## config.mk

```make
export PLATFORM = sky130hd
export DESIGN_NAME = fat_monitor
export DESIGN_NICKNAME = d
export VERILOG_FILES = /design/src/fat_pkg.sv /design/src/fat_base_counter.sv /design/src/fat_monitor.sv
export SDC_FILE = /design/constraint.sdc
export NUM_CORES = 1
export LEC_CHECK = 0
export BUFFER_PORTS_ARGS = -buffer_cell sky130_fd_sc_hd__buf_4
export CORE_MARGIN = 3
export CORE_UTILIZATION = 34
export CTS_CLUSTER_DIAMETER = 80
export DETAILED_ROUTE_END_ITERATION = 6
export GPL_ROUTABILITY_DRIVEN = 0
export SLEW_MARGIN = 20
export SYNTH_ARGS = -nofsm -noshare
export SYNTH_HDL_FRONTEND = slang
export SYNTH_SLANG_ARGS = --single-unit
```

## constraint.sdc

```tcl
create_clock -name core_clk -period 9.56 [get_ports core_clk]
set_input_delay 0.956 -clock core_clk [delete_from_list [all_inputs] [get_ports core_clk]]
set_output_delay 0.956 -clock core_clk [all_outputs]
set_load 0.03 [all_outputs]
```

## src/fat_pkg.sv

```systemverilog
// constants for the frame arrival timing monitor
// assumes a 250 MHz core clock and a 3.84 Mchip/s air rate
package fat_pkg;

  // clock and chip rates
  localparam int unsigned CLK_KHZ = 250000;
  localparam int unsigned CHIP_KHZ = 3840;

  // base frame counter: one tick is 125 us
  localparam int unsigned TICK_NS = 125000;
  localparam int unsigned CHIPS_PER_TICK = TICK_NS * CHIP_KHZ / 1000000;
  localparam int unsigned TICKS_PER_MS = 1000000 / TICK_NS;
  localparam int unsigned FRAME_MS = 10;
  localparam int unsigned TICKS_PER_FRAME = FRAME_MS * TICKS_PER_MS;
  localparam int unsigned BASE_FRAMES = 4096;
  localparam int unsigned BASE_TICKS = BASE_FRAMES * TICKS_PER_FRAME;
  localparam int unsigned BASE_W = 19;
  localparam int unsigned FRAME_NUM_W = 12;

  // connection frame number length and window limits
  localparam int unsigned CONN_FRAMES = 256;
  localparam int unsigned CONN_MS = CONN_FRAMES * FRAME_MS;
  localparam logic [11:0] WIN_START_MAX_MS = 12'(CONN_MS / 2 - 1);
  localparam logic [11:0] WIN_END_MAX_MS = 12'(CONN_MS - 1);
  localparam int OFFSET_POS_MAX = int'(CONN_MS * TICKS_PER_MS / 2) - 1;
  localparam int OFFSET_NEG_MIN = -int'(CONN_MS * TICKS_PER_MS / 2);

  // per-cell delay in 256-chip steps
  localparam int unsigned CELL_STEP_CHIPS = 256;
  localparam logic [3:0] CELL_DELAY_MAX = 4'h9;

  // secondary common control channel offsets in frames (0,10,20,40 ms)
  localparam logic [11:0] SCC_OFF_0 = 12'h000;
  localparam logic [11:0] SCC_OFF_1 = 12'h001;
  localparam logic [11:0] SCC_OFF_2 = 12'h002;
  localparam logic [11:0] SCC_OFF_3 = 12'h004;

  // register offsets
  localparam logic [7:0] REG_WIN_START = 8'h00;
  localparam logic [7:0] REG_WIN_END = 8'h04;
  localparam logic [7:0] REG_PROC_TIME = 8'h08;
  localparam logic [7:0] REG_CELL_CFG = 8'h0c;
  localparam logic [7:0] REG_ARRIVAL = 8'h10;
  localparam logic [7:0] REG_CTRL_STAMP = 8'h14;
  localparam logic [7:0] REG_RX_STAMP = 8'h18;
  localparam logic [7:0] REG_TX_STAMP = 8'h1c;
  localparam logic [7:0] REG_BASE_COUNT = 8'h20;
  localparam logic [7:0] REG_FRAME_NUM = 8'h24;

  // field positions
  localparam int unsigned CELL_DELAY_LSB = 0;
  localparam int unsigned CELL_SCC_LSB = 4;
  localparam int unsigned ARR_EARLY_BIT = 16;
  localparam int unsigned ARR_LATE_BIT = 17;
  localparam int unsigned ARR_DISCARD_BIT = 18;

  // reset values
  localparam logic [11:0] WIN_START_RST = 12'h000;
  localparam logic [11:0] WIN_END_RST = 12'h000;
  localparam logic [18:0] PROC_TIME_RST = 19'h00008;
  localparam logic [3:0] CELL_DELAY_RST = 4'h0;
  localparam logic [1:0] SCC_SEL_RST = 2'h0;

  typedef enum logic [1:0] {
    FAT_SYNC_IDLE = 2'b01,
    FAT_SYNC_REPLY = 2'b10
  } fat_sync_state_e;

endpackage

```

## src/fat_base_counter.sv

```systemverilog
// free-running base frame counter with chip and 125 us tick timing
// assumes the core clock of fat_pkg; chips come from a phase accumulator
`timescale 1ns/1ps
module fat_base_counter #(
  parameter int TICK_CHIPS = fat_pkg::CHIPS_PER_TICK
) (
  input wire logic core_clk,
  input wire logic arst_n,
  output logic chipStrobe,
  output logic [15:0] chipInFrame,
  output logic [18:0] baseFrameCounter
);

  localparam logic [17:0] ACC_ADD = 18'(fat_pkg::CHIP_KHZ);
  localparam logic [17:0] ACC_SUB = 18'(fat_pkg::CLK_KHZ - fat_pkg::CHIP_KHZ);
  localparam logic [15:0] TICK_LAST = 16'(TICK_CHIPS - 1);
  localparam logic [15:0] FRAME_LAST =
    16'(TICK_CHIPS * fat_pkg::TICKS_PER_FRAME - 1);
  localparam logic [18:0] BASE_LAST = 19'(fat_pkg::BASE_TICKS - 1);

  logic [17:0] phaseAcc;
  logic [15:0] chipInTick;
  wire chipHit = phaseAcc >= ACC_SUB;
  wire tickWrap = chipHit && (chipInTick == TICK_LAST);
  wire [17:0] next_phaseAcc = chipHit ? phaseAcc - ACC_SUB
                                      : phaseAcc + ACC_ADD;
  wire [15:0] next_chipInTick = tickWrap ? 16'h0000 : chipInTick + 16'h0001;
  wire [15:0] next_chipInFrame =
    (chipInFrame == FRAME_LAST) ? 16'h0000 : chipInFrame + 16'h0001;
  wire [18:0] next_baseFrameCounter =
    (baseFrameCounter == BASE_LAST) ? 19'h00000
                                   : baseFrameCounter + 19'h00001;

  always_ff @(posedge core_clk or negedge arst_n)
  begin
    if (!arst_n)
    begin
      phaseAcc <= 18'h00000;
      chipStrobe <= 1'b0;
      chipInTick <= 16'h0000;
      chipInFrame <= 16'h0000;
      baseFrameCounter <= 19'h00000;
    end
    else
    begin
      phaseAcc <= next_phaseAcc;
      chipStrobe <= chipHit;
      if (chipHit)
      begin
        chipInTick <= next_chipInTick;
        chipInFrame <= next_chipInFrame;
      end
      if (tickWrap)
        baseFrameCounter <= next_baseFrameCounter; // RULE18
    end
  end
endmodule // fat_base_counter

```

## src/fat_monitor.sv

```systemverilog
// frame arrival timing monitor: arrival window check, node sync stamps,
// per-cell frame timing behind the base frame counter
// assumes transport-side strobes come from logic on core_clk
// Summary of operation
// RULE1: early frame requests timing adjustment
// RULE2: late frame requests timing adjustment
// RULE3: window start held in 1 ms, half length
// RULE4: window end held in 1 ms, full length
// RULE5: frames after latest point are discarded
// RULE6: late but in time: process and adjust
// RULE7: latest point is processing time before send
// RULE8: offset is window end minus arrival
// RULE9: offset clamped to half connection length, both signs
// RULE10: controller stamps its send time
// RULE11: receive stamp taken on sync arrival
// RULE12: send stamp taken when reply handed over
// RULE13: controller keeps its own receive stamp
// RULE14: cell frames lag base counter, 256-chip steps
// RULE15: cell delay starts sync, pilot, scrambling
// RULE16: secondary channel offset 0/10/20/40 ms
// RULE17: every sync frame gets one reply; one arriving while a reply is pending gets none here
// RULE18: one free-running 125 us base counter
//
// The register offsets and the strobed register port were chosen for this implementation.
`timescale 1ns/1ps
module fat_monitor #(
  parameter int TICK_CHIPS = fat_pkg::CHIPS_PER_TICK
) (
  input wire logic core_clk,
  input wire logic arst_n,
  input wire logic [7:0] regAddr,
  input wire logic [31:0] regWdata,
  input wire logic regWr,
  input wire logic regRd,
  output logic [31:0] regRdata,
  input wire logic dataFrameValid,
  input wire logic [18:0] dataFrameDue,
  output logic frameAccept,
  output logic frameDiscard,
  output logic timingAdjReq,
  output logic [15:0] arrivalOffset,
  input wire logic syncDlValid,
  input wire logic [18:0] syncDlStamp,
  output logic syncUlValid,
  input wire logic syncUlReady,
  output logic [18:0] syncUlCtrlStamp,
  output logic [18:0] syncUlRxStamp,
  output logic [18:0] syncUlTxStamp,
  output logic cellFrameStart,
  output logic [11:0] systemFrameNumber,
  output logic [11:0] sccpchFrameNumber,
  output logic [18:0] baseFrameCounter
);

  ////////////////////////////////////////////////////////////////////////////
  // helpers

  localparam logic [19:0] BASE_TICKS20 = 20'(fat_pkg::BASE_TICKS);
  localparam logic [18:0] BASE_HALF = 19'(fat_pkg::BASE_TICKS / 2);

  // modular difference on the base counter ring
  function automatic logic [18:0] modSub(input logic [18:0] a,
                                         input logic [18:0] b);
    logic [19:0] d;
    d = {1'b0, a} - {1'b0, b};
    if (a < b)
      d = d + BASE_TICKS20;
    return d[18:0];
  endfunction

  // signed distance a - b, nearest way round the ring
  function automatic logic signed [19:0] wrapDiff(input logic [18:0] a,
                                                  input logic [18:0] b);
    logic [18:0] m;
    m = modSub(a, b);
    if (m >= BASE_HALF)
      return signed'({1'b0, m}) - signed'(BASE_TICKS20);
    return signed'({1'b0, m});
  endfunction

  function automatic logic [18:0] msToTicks(input logic [11:0] ms);
    return 19'(ms) * 19'(fat_pkg::TICKS_PER_MS);
  endfunction

  function automatic logic [11:0] clampMs(input logic [31:0] v,
                                          input logic [11:0] lim);
    return (v > 32'(lim)) ? lim : v[11:0];
  endfunction

  ////////////////////////////////////////////////////////////////////////////
  // base frame counter

  logic chipStrobe;
  logic [15:0] chipInFrame;

  fat_base_counter #(
    .TICK_CHIPS(TICK_CHIPS)
  ) u_counter (
    .core_clk(core_clk),
    .arst_n(arst_n),
    .chipStrobe(chipStrobe),
    .chipInFrame(chipInFrame),
    .baseFrameCounter(baseFrameCounter)
  );

  ////////////////////////////////////////////////////////////////////////////
  // register file

  logic [11:0] winStartMs;
  logic [11:0] winEndMs;
  logic [18:0] procTicks;
  logic [3:0] cellDelay;
  logic [1:0] sccSel;
  logic arrEarly;
  logic arrLate;
  logic arrDiscard;
  logic [18:0] txStampHeld;

  wire wrStart = regWr && (regAddr == fat_pkg::REG_WIN_START);
  wire wrEnd = regWr && (regAddr == fat_pkg::REG_WIN_END);
  wire wrProc = regWr && (regAddr == fat_pkg::REG_PROC_TIME);
  wire wrCell = regWr && (regAddr == fat_pkg::REG_CELL_CFG);
  wire [3:0] wrDelay = regWdata[fat_pkg::CELL_DELAY_LSB +: 4];
  wire [3:0] next_cellDelay =
    (wrDelay > fat_pkg::CELL_DELAY_MAX) ? fat_pkg::CELL_DELAY_MAX : wrDelay;

  always_ff @(posedge core_clk or negedge arst_n)
  begin
    if (!arst_n)
    begin
      winStartMs <= fat_pkg::WIN_START_RST;
      winEndMs <= fat_pkg::WIN_END_RST;
      procTicks <= fat_pkg::PROC_TIME_RST;
      cellDelay <= fat_pkg::CELL_DELAY_RST;
      sccSel <= fat_pkg::SCC_SEL_RST;
    end
    else
    begin
      if (wrStart)
        winStartMs <= clampMs(regWdata, fat_pkg::WIN_START_MAX_MS); // RULE3
      if (wrEnd)
        winEndMs <= clampMs(regWdata, fat_pkg::WIN_END_MAX_MS); // RULE4
      if (wrProc)
        procTicks <= regWdata[18:0]; // RULE7
      if (wrCell)
      begin
        cellDelay <= next_cellDelay; // RULE14
        sccSel <= regWdata[fat_pkg::CELL_SCC_LSB +: 2]; // RULE16
      end
    end
  end

  wire [31:0] arrWord = {13'h0000, arrDiscard, arrLate, arrEarly,
                         arrivalOffset};
  wire [31:0] next_regRdata =
    !regRd ? 32'h00000000 :
    (regAddr == fat_pkg::REG_WIN_START) ? {20'h00000, winStartMs} :
    (regAddr == fat_pkg::REG_WIN_END) ? {20'h00000, winEndMs} :
    (regAddr == fat_pkg::REG_PROC_TIME) ? {13'h0000, procTicks} :
    (regAddr == fat_pkg::REG_CELL_CFG) ? {26'h0000000, sccSel, cellDelay} :
    (regAddr == fat_pkg::REG_ARRIVAL) ? arrWord :
    (regAddr == fat_pkg::REG_CTRL_STAMP) ? {13'h0000, syncUlCtrlStamp} :
    (regAddr == fat_pkg::REG_RX_STAMP) ? {13'h0000, syncUlRxStamp} :
    (regAddr == fat_pkg::REG_TX_STAMP) ? {13'h0000, txStampHeld} :
    (regAddr == fat_pkg::REG_BASE_COUNT) ? {13'h0000, baseFrameCounter} :
    (regAddr == fat_pkg::REG_FRAME_NUM) ? {20'h00000, systemFrameNumber} :
    32'h00000000;

  always_ff @(posedge core_clk or negedge arst_n)
  begin
    if (!arst_n)
      regRdata <= 32'h00000000;
    else
      regRdata <= next_regRdata;
  end

  ////////////////////////////////////////////////////////////////////////////
  // data frame arrival check

  wire [18:0] latestPoint = modSub(dataFrameDue, procTicks); // RULE7
  wire [18:0] windowEnd = modSub(latestPoint, msToTicks(winEndMs)); // RULE4
  wire signed [19:0] offsetRaw = wrapDiff(windowEnd, baseFrameCounter); // RULE8
  wire signed [19:0] latestMargin = wrapDiff(latestPoint, baseFrameCounter);
  wire signed [19:0] startDist = signed'({1'b0, msToTicks(winStartMs)});
  wire isDiscard = latestMargin < 0; // RULE5
  wire isLate = offsetRaw < 0; // RULE2
  wire isEarly = offsetRaw > startDist; // RULE1 RULE3
  wire signed [19:0] offsetClamped =
    (offsetRaw > 20'(fat_pkg::OFFSET_POS_MAX)) ?
      20'(fat_pkg::OFFSET_POS_MAX) :
    (offsetRaw < 20'(fat_pkg::OFFSET_NEG_MIN)) ?
      20'(fat_pkg::OFFSET_NEG_MIN) : offsetRaw; // RULE9

  always_ff @(posedge core_clk or negedge arst_n)
  begin
    if (!arst_n)
    begin
      frameAccept <= 1'b0;
      frameDiscard <= 1'b0;
      timingAdjReq <= 1'b0;
    end
    else
    begin
      frameAccept <= dataFrameValid && !isDiscard; // RULE5 RULE6
      frameDiscard <= dataFrameValid && isDiscard; // RULE5
      timingAdjReq <= dataFrameValid && (isEarly || isLate); // RULE1 RULE2
    end
  end

  always_ff @(posedge core_clk or negedge arst_n)
  begin
    if (!arst_n)
    begin
      arrivalOffset <= 16'h0000;
      arrEarly <= 1'b0;
      arrLate <= 1'b0;
      arrDiscard <= 1'b0;
    end
    else if (dataFrameValid)
    begin
      arrivalOffset <= offsetClamped[15:0]; // RULE8 RULE9
      arrEarly <= isEarly;
      arrLate <= isLate;
      arrDiscard <= isDiscard;
    end
  end

  ////////////////////////////////////////////////////////////////////////////
  // node synchronisation reply

  fat_pkg::fat_sync_state_e syncState;
  fat_pkg::fat_sync_state_e next_syncState;

  always_comb
  begin
    next_syncState = syncState;
    case (syncState)
      fat_pkg::FAT_SYNC_IDLE:
        if (syncDlValid)
          next_syncState = fat_pkg::FAT_SYNC_REPLY; // RULE17
      fat_pkg::FAT_SYNC_REPLY:
        if (syncUlReady)
          next_syncState = fat_pkg::FAT_SYNC_IDLE;
      default:
        next_syncState = fat_pkg::FAT_SYNC_IDLE;
    endcase
  end

  wire syncTake = (syncState == fat_pkg::FAT_SYNC_IDLE) && syncDlValid;
  wire syncHand = syncUlValid && syncUlReady;
  assign syncUlValid = syncState == fat_pkg::FAT_SYNC_REPLY;
  // send stamp is the live counter, so it is exact at hand-over
  assign syncUlTxStamp = baseFrameCounter; // RULE12

  always_ff @(posedge core_clk or negedge arst_n)
  begin
    if (!arst_n)
      syncState <= fat_pkg::FAT_SYNC_IDLE;
    else
      syncState <= next_syncState;
  end

  always_ff @(posedge core_clk or negedge arst_n)
  begin
    if (!arst_n)
    begin
      syncUlCtrlStamp <= 19'h00000;
      syncUlRxStamp <= 19'h00000;
      txStampHeld <= 19'h00000;
    end
    else
    begin
      if (syncTake)
      begin
        syncUlCtrlStamp <= syncDlStamp; // RULE10 RULE17
        syncUlRxStamp <= baseFrameCounter; // RULE11
      end
      if (syncHand)
        txStampHeld <= baseFrameCounter; // RULE12
    end
  end

  ////////////////////////////////////////////////////////////////////////////
  // cell frame timing

  wire [15:0] cellOffsetChips =
    16'(cellDelay) * 16'(fat_pkg::CELL_STEP_CHIPS); // RULE14
  wire cellHit = chipStrobe && (chipInFrame == cellOffsetChips); // RULE15
  wire [11:0] sccOffset =
    (sccSel == 2'h0) ? fat_pkg::SCC_OFF_0 :
    (sccSel == 2'h1) ? fat_pkg::SCC_OFF_1 :
    (sccSel == 2'h2) ? fat_pkg::SCC_OFF_2 : fat_pkg::SCC_OFF_3;

  always_ff @(posedge core_clk or negedge arst_n)
  begin
    if (!arst_n)
    begin
      cellFrameStart <= 1'b0;
      systemFrameNumber <= 12'h000;
    end
    else
    begin
      cellFrameStart <= cellHit; // RULE15
      if (cellHit)
        systemFrameNumber <= systemFrameNumber + 12'h001; // RULE14
    end
  end

  assign sccpchFrameNumber = systemFrameNumber - sccOffset; // RULE16
endmodule // fat_monitor

```

==> results of run 1 <==
state kept, by name (all words and copies together) (netlist names), 2 cells and up:
register,count
cellDelay,4
syncUlCtrlStamp,19
u_counter.chipInTick,16
syncUlRxStamp,19
arrivalOffset,16
u_counter.phaseAcc,14
winEndMs,12
syncState,2
sccSel,2
winStartMs,12
regRdata,19
txStampHeld,19
procTicks,19
u_counter.chipInFrame,16
systemFrameNumber,12
u_counter.baseFrameCounter,19
synth_stat cells (19+ instances only):
cell type	number	share of area (%)
nor4_1	20	0.83
clkbuf_1	45	1.1
buf_4	33	1.6
a21o_1	19	0.95
inv_1	126	3.1
nand2_1	165	4.1
a21oi_1	81	2.7
a221oi_1	19	1.1
dfrtp_1	226	38
ha_1	95	7.9
mux2_2	42	3.1
nor3_1	31	1.0
xor2_1	32	1.9
o21a_1	20	1.0
nor2_1	102	2.5
nand3_1	46	1.5
nand4_1	20	0.83
o21ai_0	125	4.2
mux2i_1	24	1.6
and3_1	21	0.87
xnor2_1	76	4.4
kinds of logic (layout without fill, tap and decap cells):
logic type / count (synthesis) / after routing / share of synthesized area, %
other: 1 / 14 / 0.0249
AO/OA/AOI/OAI: 429 / 429 / 19.8
flip-flops: 228 / 228 / 37.9
XOR/XNOR: 110 / 110 / 6.49
buffers and inverters: 215 / 412 / 6.40
adder cells (fa/ha/maj): 99 / 99 / 8.42
AND/OR/NAND/NOR: 501 / 501 / 16.2
multiplexers: 66 / 66 / 4.73
where the power goes:
| part | switching, W | internal [W] | leakage, nW |
|---|---|---|---|
| clock network | 0.000427 | 0.000643 | 0.456 |
| logic | 0.000918 | 0.000584 | 4.66 |
| registers | 0.000108 | 0.00107 | 3.01 |
cell type report:
type	instances	area share, %
timing repair buffer	236	9.85
multi-input combinational	1218	46.7
antenna	1	0.0138
clock inverter	10	0.623
sequential	228	31.6
inverter	128	2.66
clock buffer	38	4.48
tap	585	4.05
metrics by stage:
step | hold slack, ps | total power, W | utilization, %
after floorplan | 444 | 0.00224 | -
after global placement | 458 | 0.00263 | 39.4
after detailed placement | 468 | 0.00267 | 39.4
after CTS | 476 | 0.00376 | 41.6
after global routing | 499 | 0.00395 | 41.6
final | 459 | 0.00375 | 41.6
worst paths after layout:
| check | slack, ps | endpoint |
|---|---|---|
| setup / recovery | 970 | arrivalOffset[6]$_DFFE_PN0P_ |
| hold reg to reg | 470 | txStampHeld[7]$_DFFE_PN0P_ |
| max in group asynchronous | 6810 | txStampHeld[3]$_DFFE_PN0P_ |
| min in group core_clk | 470 | txStampHeld[7]$_DFFE_PN0P_ |
| hold / removal | 460 | regRdata[3]$_DFF_PN0_ |
| setup reg to reg | 1010 | arrivalOffset[6]$_DFFE_PN0P_ |
layer usage:
layer	vias up	part of all wire, %	GRT usage [%]
met5	-	0.030	0
met1	6504	46	29.4
met3	68	7.8	3.83
met4	2	2.4	5.38
li1	6274	-	-
met2	516	44	31.9
==> impl_metrics.py, run 1 <==
metrics = {
    "global_routing": {
        "grt_overflow": 0,
        "antenna_found_initial": 2,
        "grt_pass1_vias": 12800,
        "grt_pass1_wl_microns": 75500,
        "grt_max_degree": 96,
        "grt_use_total_pct": 20.5,
    },
    "detailed_routing": {
        "wirelength_microns": 49700,
        "drt_iter0_drc": 1188,
        "drc": 0,
        "vias": 13400,
        "vias_per_cell": 5.47,
        "routedWlPerCell_microns": 20.3,
        "antenna_left": 0,
        "dr.pass1.iters": 5,
    },
    "setup_path": {
        "cp_slowest_stage_delay_ps": 730,
        "endpoint_kind": "flip-flop",
        "rr_startpoint": "procTicks[0]$_DFFE_PN0P_",
        "path_max_fanout": 13,
        "critical_path.most_common_cell": "ha_1",
        "critPathLaunchType": "primary input",
        "path_depth": 37,
        "cp_slowest_cell": "a22oi_2",
        "critPathBufInv": 3,
        "required_ps": 9950,
        "crit_arrival_ps": 8980,
        "critPathTopFamily": "compound AO/OA/AOI/OAI gates",
        "crit_start": "dataFrameDue[0]",
        "r2r_cells": 35,
        "crit_type": "in2reg",
    },
    "placement": {
        "dp_hpwl_microns": 38600,
        "io_buffers": 224,
        "dp_slack_ps": 482,
        "place_area_sq_um": 17100,
        "dp.cells": 2395,
    },
    "sta": {
        "min_period_ps": 8590,
        "report.final.setup_viol": 0,
        "hold_viol_final": 0,
        "setup_tns_ps": 0,
        "rsz0062_at_grt": "no",
        "fin_skew_ps": 17.7,
        "fmax_mhz": 116,
        "fin_ws_ps": 969,
        "fin_crit_sh_pct": 89.9,
        "slew_headroom_pct": 33.2,
        "tightest_slew_ps": 998,
        "slew_viol_final": 0,
    },
    "clocking": {
        "cts_buffer_depth": 3,
        "insertion_delay_ps": 560,
        "clk_root_buffer_cell": "clkbuf_16",
        "cts_buffers": 29,
        "cts.sinks": 228,
        "clk_pin_slew_ps": 50,
        "htreeDepth": 1,
        "ctsResizeCount": 0,
        "post_cts_buffers": 0,
        "cts_tree": "built",
        "cts_hold_buf": 0,
    },
    "yosys": {
        "netlist_area_sq_um": 15100,
        "syn_avg_cell_area_sq_um": 9.14,
        "ys_seq_elements": 228,
        "ys_types": 97,
        "yosys_warnings": 0,
        "synth-edff-count": 0,
        "syn_inst": 1649,
        "async_flop_share_pct": 100,
        "ys.flop_type": "dfrtp_1",
        "yosysSeqAreaShare_pct": 37.9,
    },
    "floorplanning": {
        "die_w_microns": 217,
        "dieArea_sq_um": 46900,
        "start_util_pct": 34.7,
        "placement_rows": 76,
        "io_pins": 238,
        "fp.coreArea_sq_um": 43500,
        "die_h_microns": 217,
    },
    "final_layout": {
        "stdcell_area_sq_um": 18100,
        "regArea_sq_um": 5710,
        "area_growth_pct": 19.9,
        "multiInputGateArea_sq_um": 8450,
        "layout_commonest_cell": "buf_4",
        "fin_cells": 2444,
        "drive_above_1_share_pct": 20.0,
        "num-nets-final": 2025,
        "final_cell_mix": "235 x buf_4, 226 x dfrtp_1, 164 x nand2_1",
        "n_fill_cell": 4295,
    },
    "power": {
        "p_per_area_nw_per_um2": 208,
        "vdd_drop_max_mv": 0.155,
        "p_leak_nw": 8.13,
    },
    "min_path": {
        "hp-class": "in2async",
    },
    "outcome": {
        "run_status": "finished, final reports clean",
    },
    "flow_run": {
        "cap_viol_max_count": 0,
    },
}
Note: power is estimated with default switching activity, not from simulation.
==> inputs of run 2 (changes only) <==
Settings changed: CORE_UTILIZATION 34 to 50, PLACE_DENSITY set to 0.72.
==> run 2 against run 1 <==
Against the previous run: clock skew decreased by 2.2 ps; critical endpoint unchanged; sequential power about the same; critical path depth unchanged; routed wire length decreased by 9.7%; setup slack got worse by 250 ps; count of clock-buffer cells in the layout unchanged.
==> impl_metrics.py, run 2 (synthesis results as in run 1) <==
metrics = {
    "outcome": {
        "run_status": "finished, final reports clean",
    },
    "clocking": {
        "insertion_delay_ps": 550,
        "cts_tree": "built",
        "cts_hold_buf": 0,
        "cts.sinks": 228,
        "cts_buffers": 26,
        "clk_pin_slew_ps": 60,
        "clk_root_buffer_cell": "clkbuf_16",
        "ctsResizeCount": 0,
        "cts_buffer_depth": 3,
        "htreeDepth": 1,
        "post_cts_buffers": 0,
    },
    "placement": {
        "place_area_sq_um": 16900,
        "dp.cells": 2194,
        "io_buffers": 224,
        "dp_hpwl_microns": 34500,
    },
    "setup_path": {
        "crit_type": "in2reg",
        "endpoint_kind": "flip-flop",
        "r2r_cells": 35,
        "required_ps": 9930,
        "cp_slowest_cell": "a22oi_2",
        "path_max_fanout": 13,
        "critPathCapture": "arrivalOffset[6]$_DFFE_PN0P_",
        "critical_path.most_common_cell": "ha_1",
        "rr_startpoint": "procTicks[0]$_DFFE_PN0P_",
        "r2r-end": "arrivalOffset[6]$_DFFE_PN0P_",
        "crit_start": "dataFrameDue[0]",
        "crit_arrival_ps": 9210,
        "cp_slowest_stage_delay_ps": 740,
        "critPathLaunchType": "primary input",
        "timing.reg2reg.setup_slack_ps": 820,
    },
    "detailed_routing": {
        "vias_per_cell": 5.98,
        "antenna_left": 0,
        "routedWlPerCell_microns": 20.0,
        "vias": 13400,
        "dr.pass1.iters": 5,
        "drt_iter0_drc": 1193,
        "drc": 0,
        "wirelength_microns": 44900,
    },
    "sta": {
        "slew_viol_final": 0,
        "min_period_ps": 8840,
        "setup_tns_ps": 0,
        "slew_headroom_pct": 30.6,
        "hold_viol_final": 0,
        "tightest_slew_ps": 1040,
        "rsz0062_at_grt": "no",
        "fin_skew_ps": 15.5,
        "fmax_mhz": 113,
        "report.final.setup_viol": 0,
        "fin_crit_sh_pct": 92.5,
        "hold_ws_ps": 460,
    },
    "power": {
        "combPwrFrac_pct": 40.2,
        "vdd_drop_max_mv": 0.151,
        "p_seq_share_pct": 31.9,
        "pwr-share-clk_pct": 27.9,
        "p_per_area_nw_per_um2": 207,
        "p_int_w": 0.00227,
        "power_switching_w": 0.00142,
        "switching_share_pct": 38.4,
        "p_leak_nw": 8.09,
    },
    "floorplanning": {
        "fp.coreArea_sq_um": 29200,
        "start_util_pct": 51.7,
        "die_h_microns": 180,
        "io_pins": 238,
        "placement_rows": 62,
        "dieArea_sq_um": 32300,
        "die_w_microns": 180,
    },
    "flow_run": {
        "cap_viol_max_count": 0,
    },
    "global_routing": {
        "grt_overflow": 0,
        "antenna_found_initial": 0,
        "grt_use_total_pct": 27.0,
        "grt_pass1_wl_microns": 71100,
        "grt_max_degree": 103,
        "grt_pass1_vias": 12900,
    },
    "final_layout": {
        "diodes": 0,
        "layout_commonest_cell": "buf_4",
        "drive_above_1_share_pct": 19.7,
        "final_cell_mix": "235 x buf_4, 226 x dfrtp_1, 165 x nand2_1",
        "fin_cells": 2240,
        "area_growth_pct": 17.9,
        "num-nets-final": 2022,
        "stdcell_area_sq_um": 17800,
        "final_core_util_pct": 60.9,
    },
    "min_path": {
        "hp-class": "in2async",
    },
}
run 2: cell count changes in the layout (fill, tap and decap cells not counted):
cell / delta
clkinv_2: -3
clkbuf_1: +4
clkinv_4: -1
clkbuf_8: -1
clkinv_8: +1
diode_2: -1
bufinv_16: +1
nand2_1: +1
nand2_2: -1
clkbuf_16: -3
run 2: per-stage QoR:
| stage | power [W] | setup WS, ps |
|---|---|---|
| after floorplan | 0.00224 | 1870 |
| after global placement | 0.00260 | 900 |
| after detailed placement | 0.00265 | 439 |
| after CTS | 0.00368 | 952 |
| after global routing | 0.00388 | 248 |
| final | 0.00368 | 719 |
run 2: worst max-delay path, delay by kind of cell:
| kind | cells | cell delay (ps) |
|---|---|---|
| buf+inv | 3 | 270 |
| fa+ha+maj | 7 | 1990 |
| xor+xnor | 2 | 600 |
| simple gates | 9 | 1750 |
| compound gates | 16 | 3630 |
run 2: area by class of cell:
type	instances	area, sq um
Clock buffer	38	736
Clock inverter	8	135
Fill cell	2546	11400
Inverter	128	480
Multi-Input combinational cell	1218	8440
Sequential cell	228	5710
Tap cell	384	480
Timing Repair Buffer	236	1780
run 2: how the worst min path moves through the flow:
| stage | slack (ps) | from | to |
|---|---|---|---|
| CTS | 480 | u_counter.phaseAcc[17]$_DFF_PN0_ | u_counter.phaseAcc[17]$_DFF_PN0_ |
| finish | 460 | arst_n | systemFrameNumber[8]$_DFFE_PN0P_ |
| global route | 490 | u_counter.phaseAcc[17]$_DFF_PN0_ | u_counter.phaseAcc[17]$_DFF_PN0_ |
| detailed placement | 470 | u_counter.phaseAcc[17]$_DFF_PN0_ | u_counter.phaseAcc[17]$_DFF_PN0_ |
| global placement | 460 | txStampHeld[4]$_DFFE_PN0P_ | txStampHeld[4]$_DFFE_PN0P_ |
| floorplan | 440 | txStampHeld[4]$_DFFE_PN0P_ | txStampHeld[4]$_DFFE_PN0P_ |
run 2: layer usage:
metal	up-vias	global-route usage (%)	wire, microns
met2	595	42.1	20000
li1	6258	-	-
met3	64	5.78	4250
met4	0	6.81	1140
met5	-	0	0
met1	6473	38.7	19500
run 2: power by group through the flow:
stage	clock network, W	registers [W]	logic (W)
global route	0.00108	0.00118	0.00162
finish	0.00103	0.00117	0.00148
global placement	0	0.00119	0.00142
CTS	0.00104	0.00117	0.00147
floorplan	0	0.00130	0.000946
detailed placement	0	0.00119	0.00146
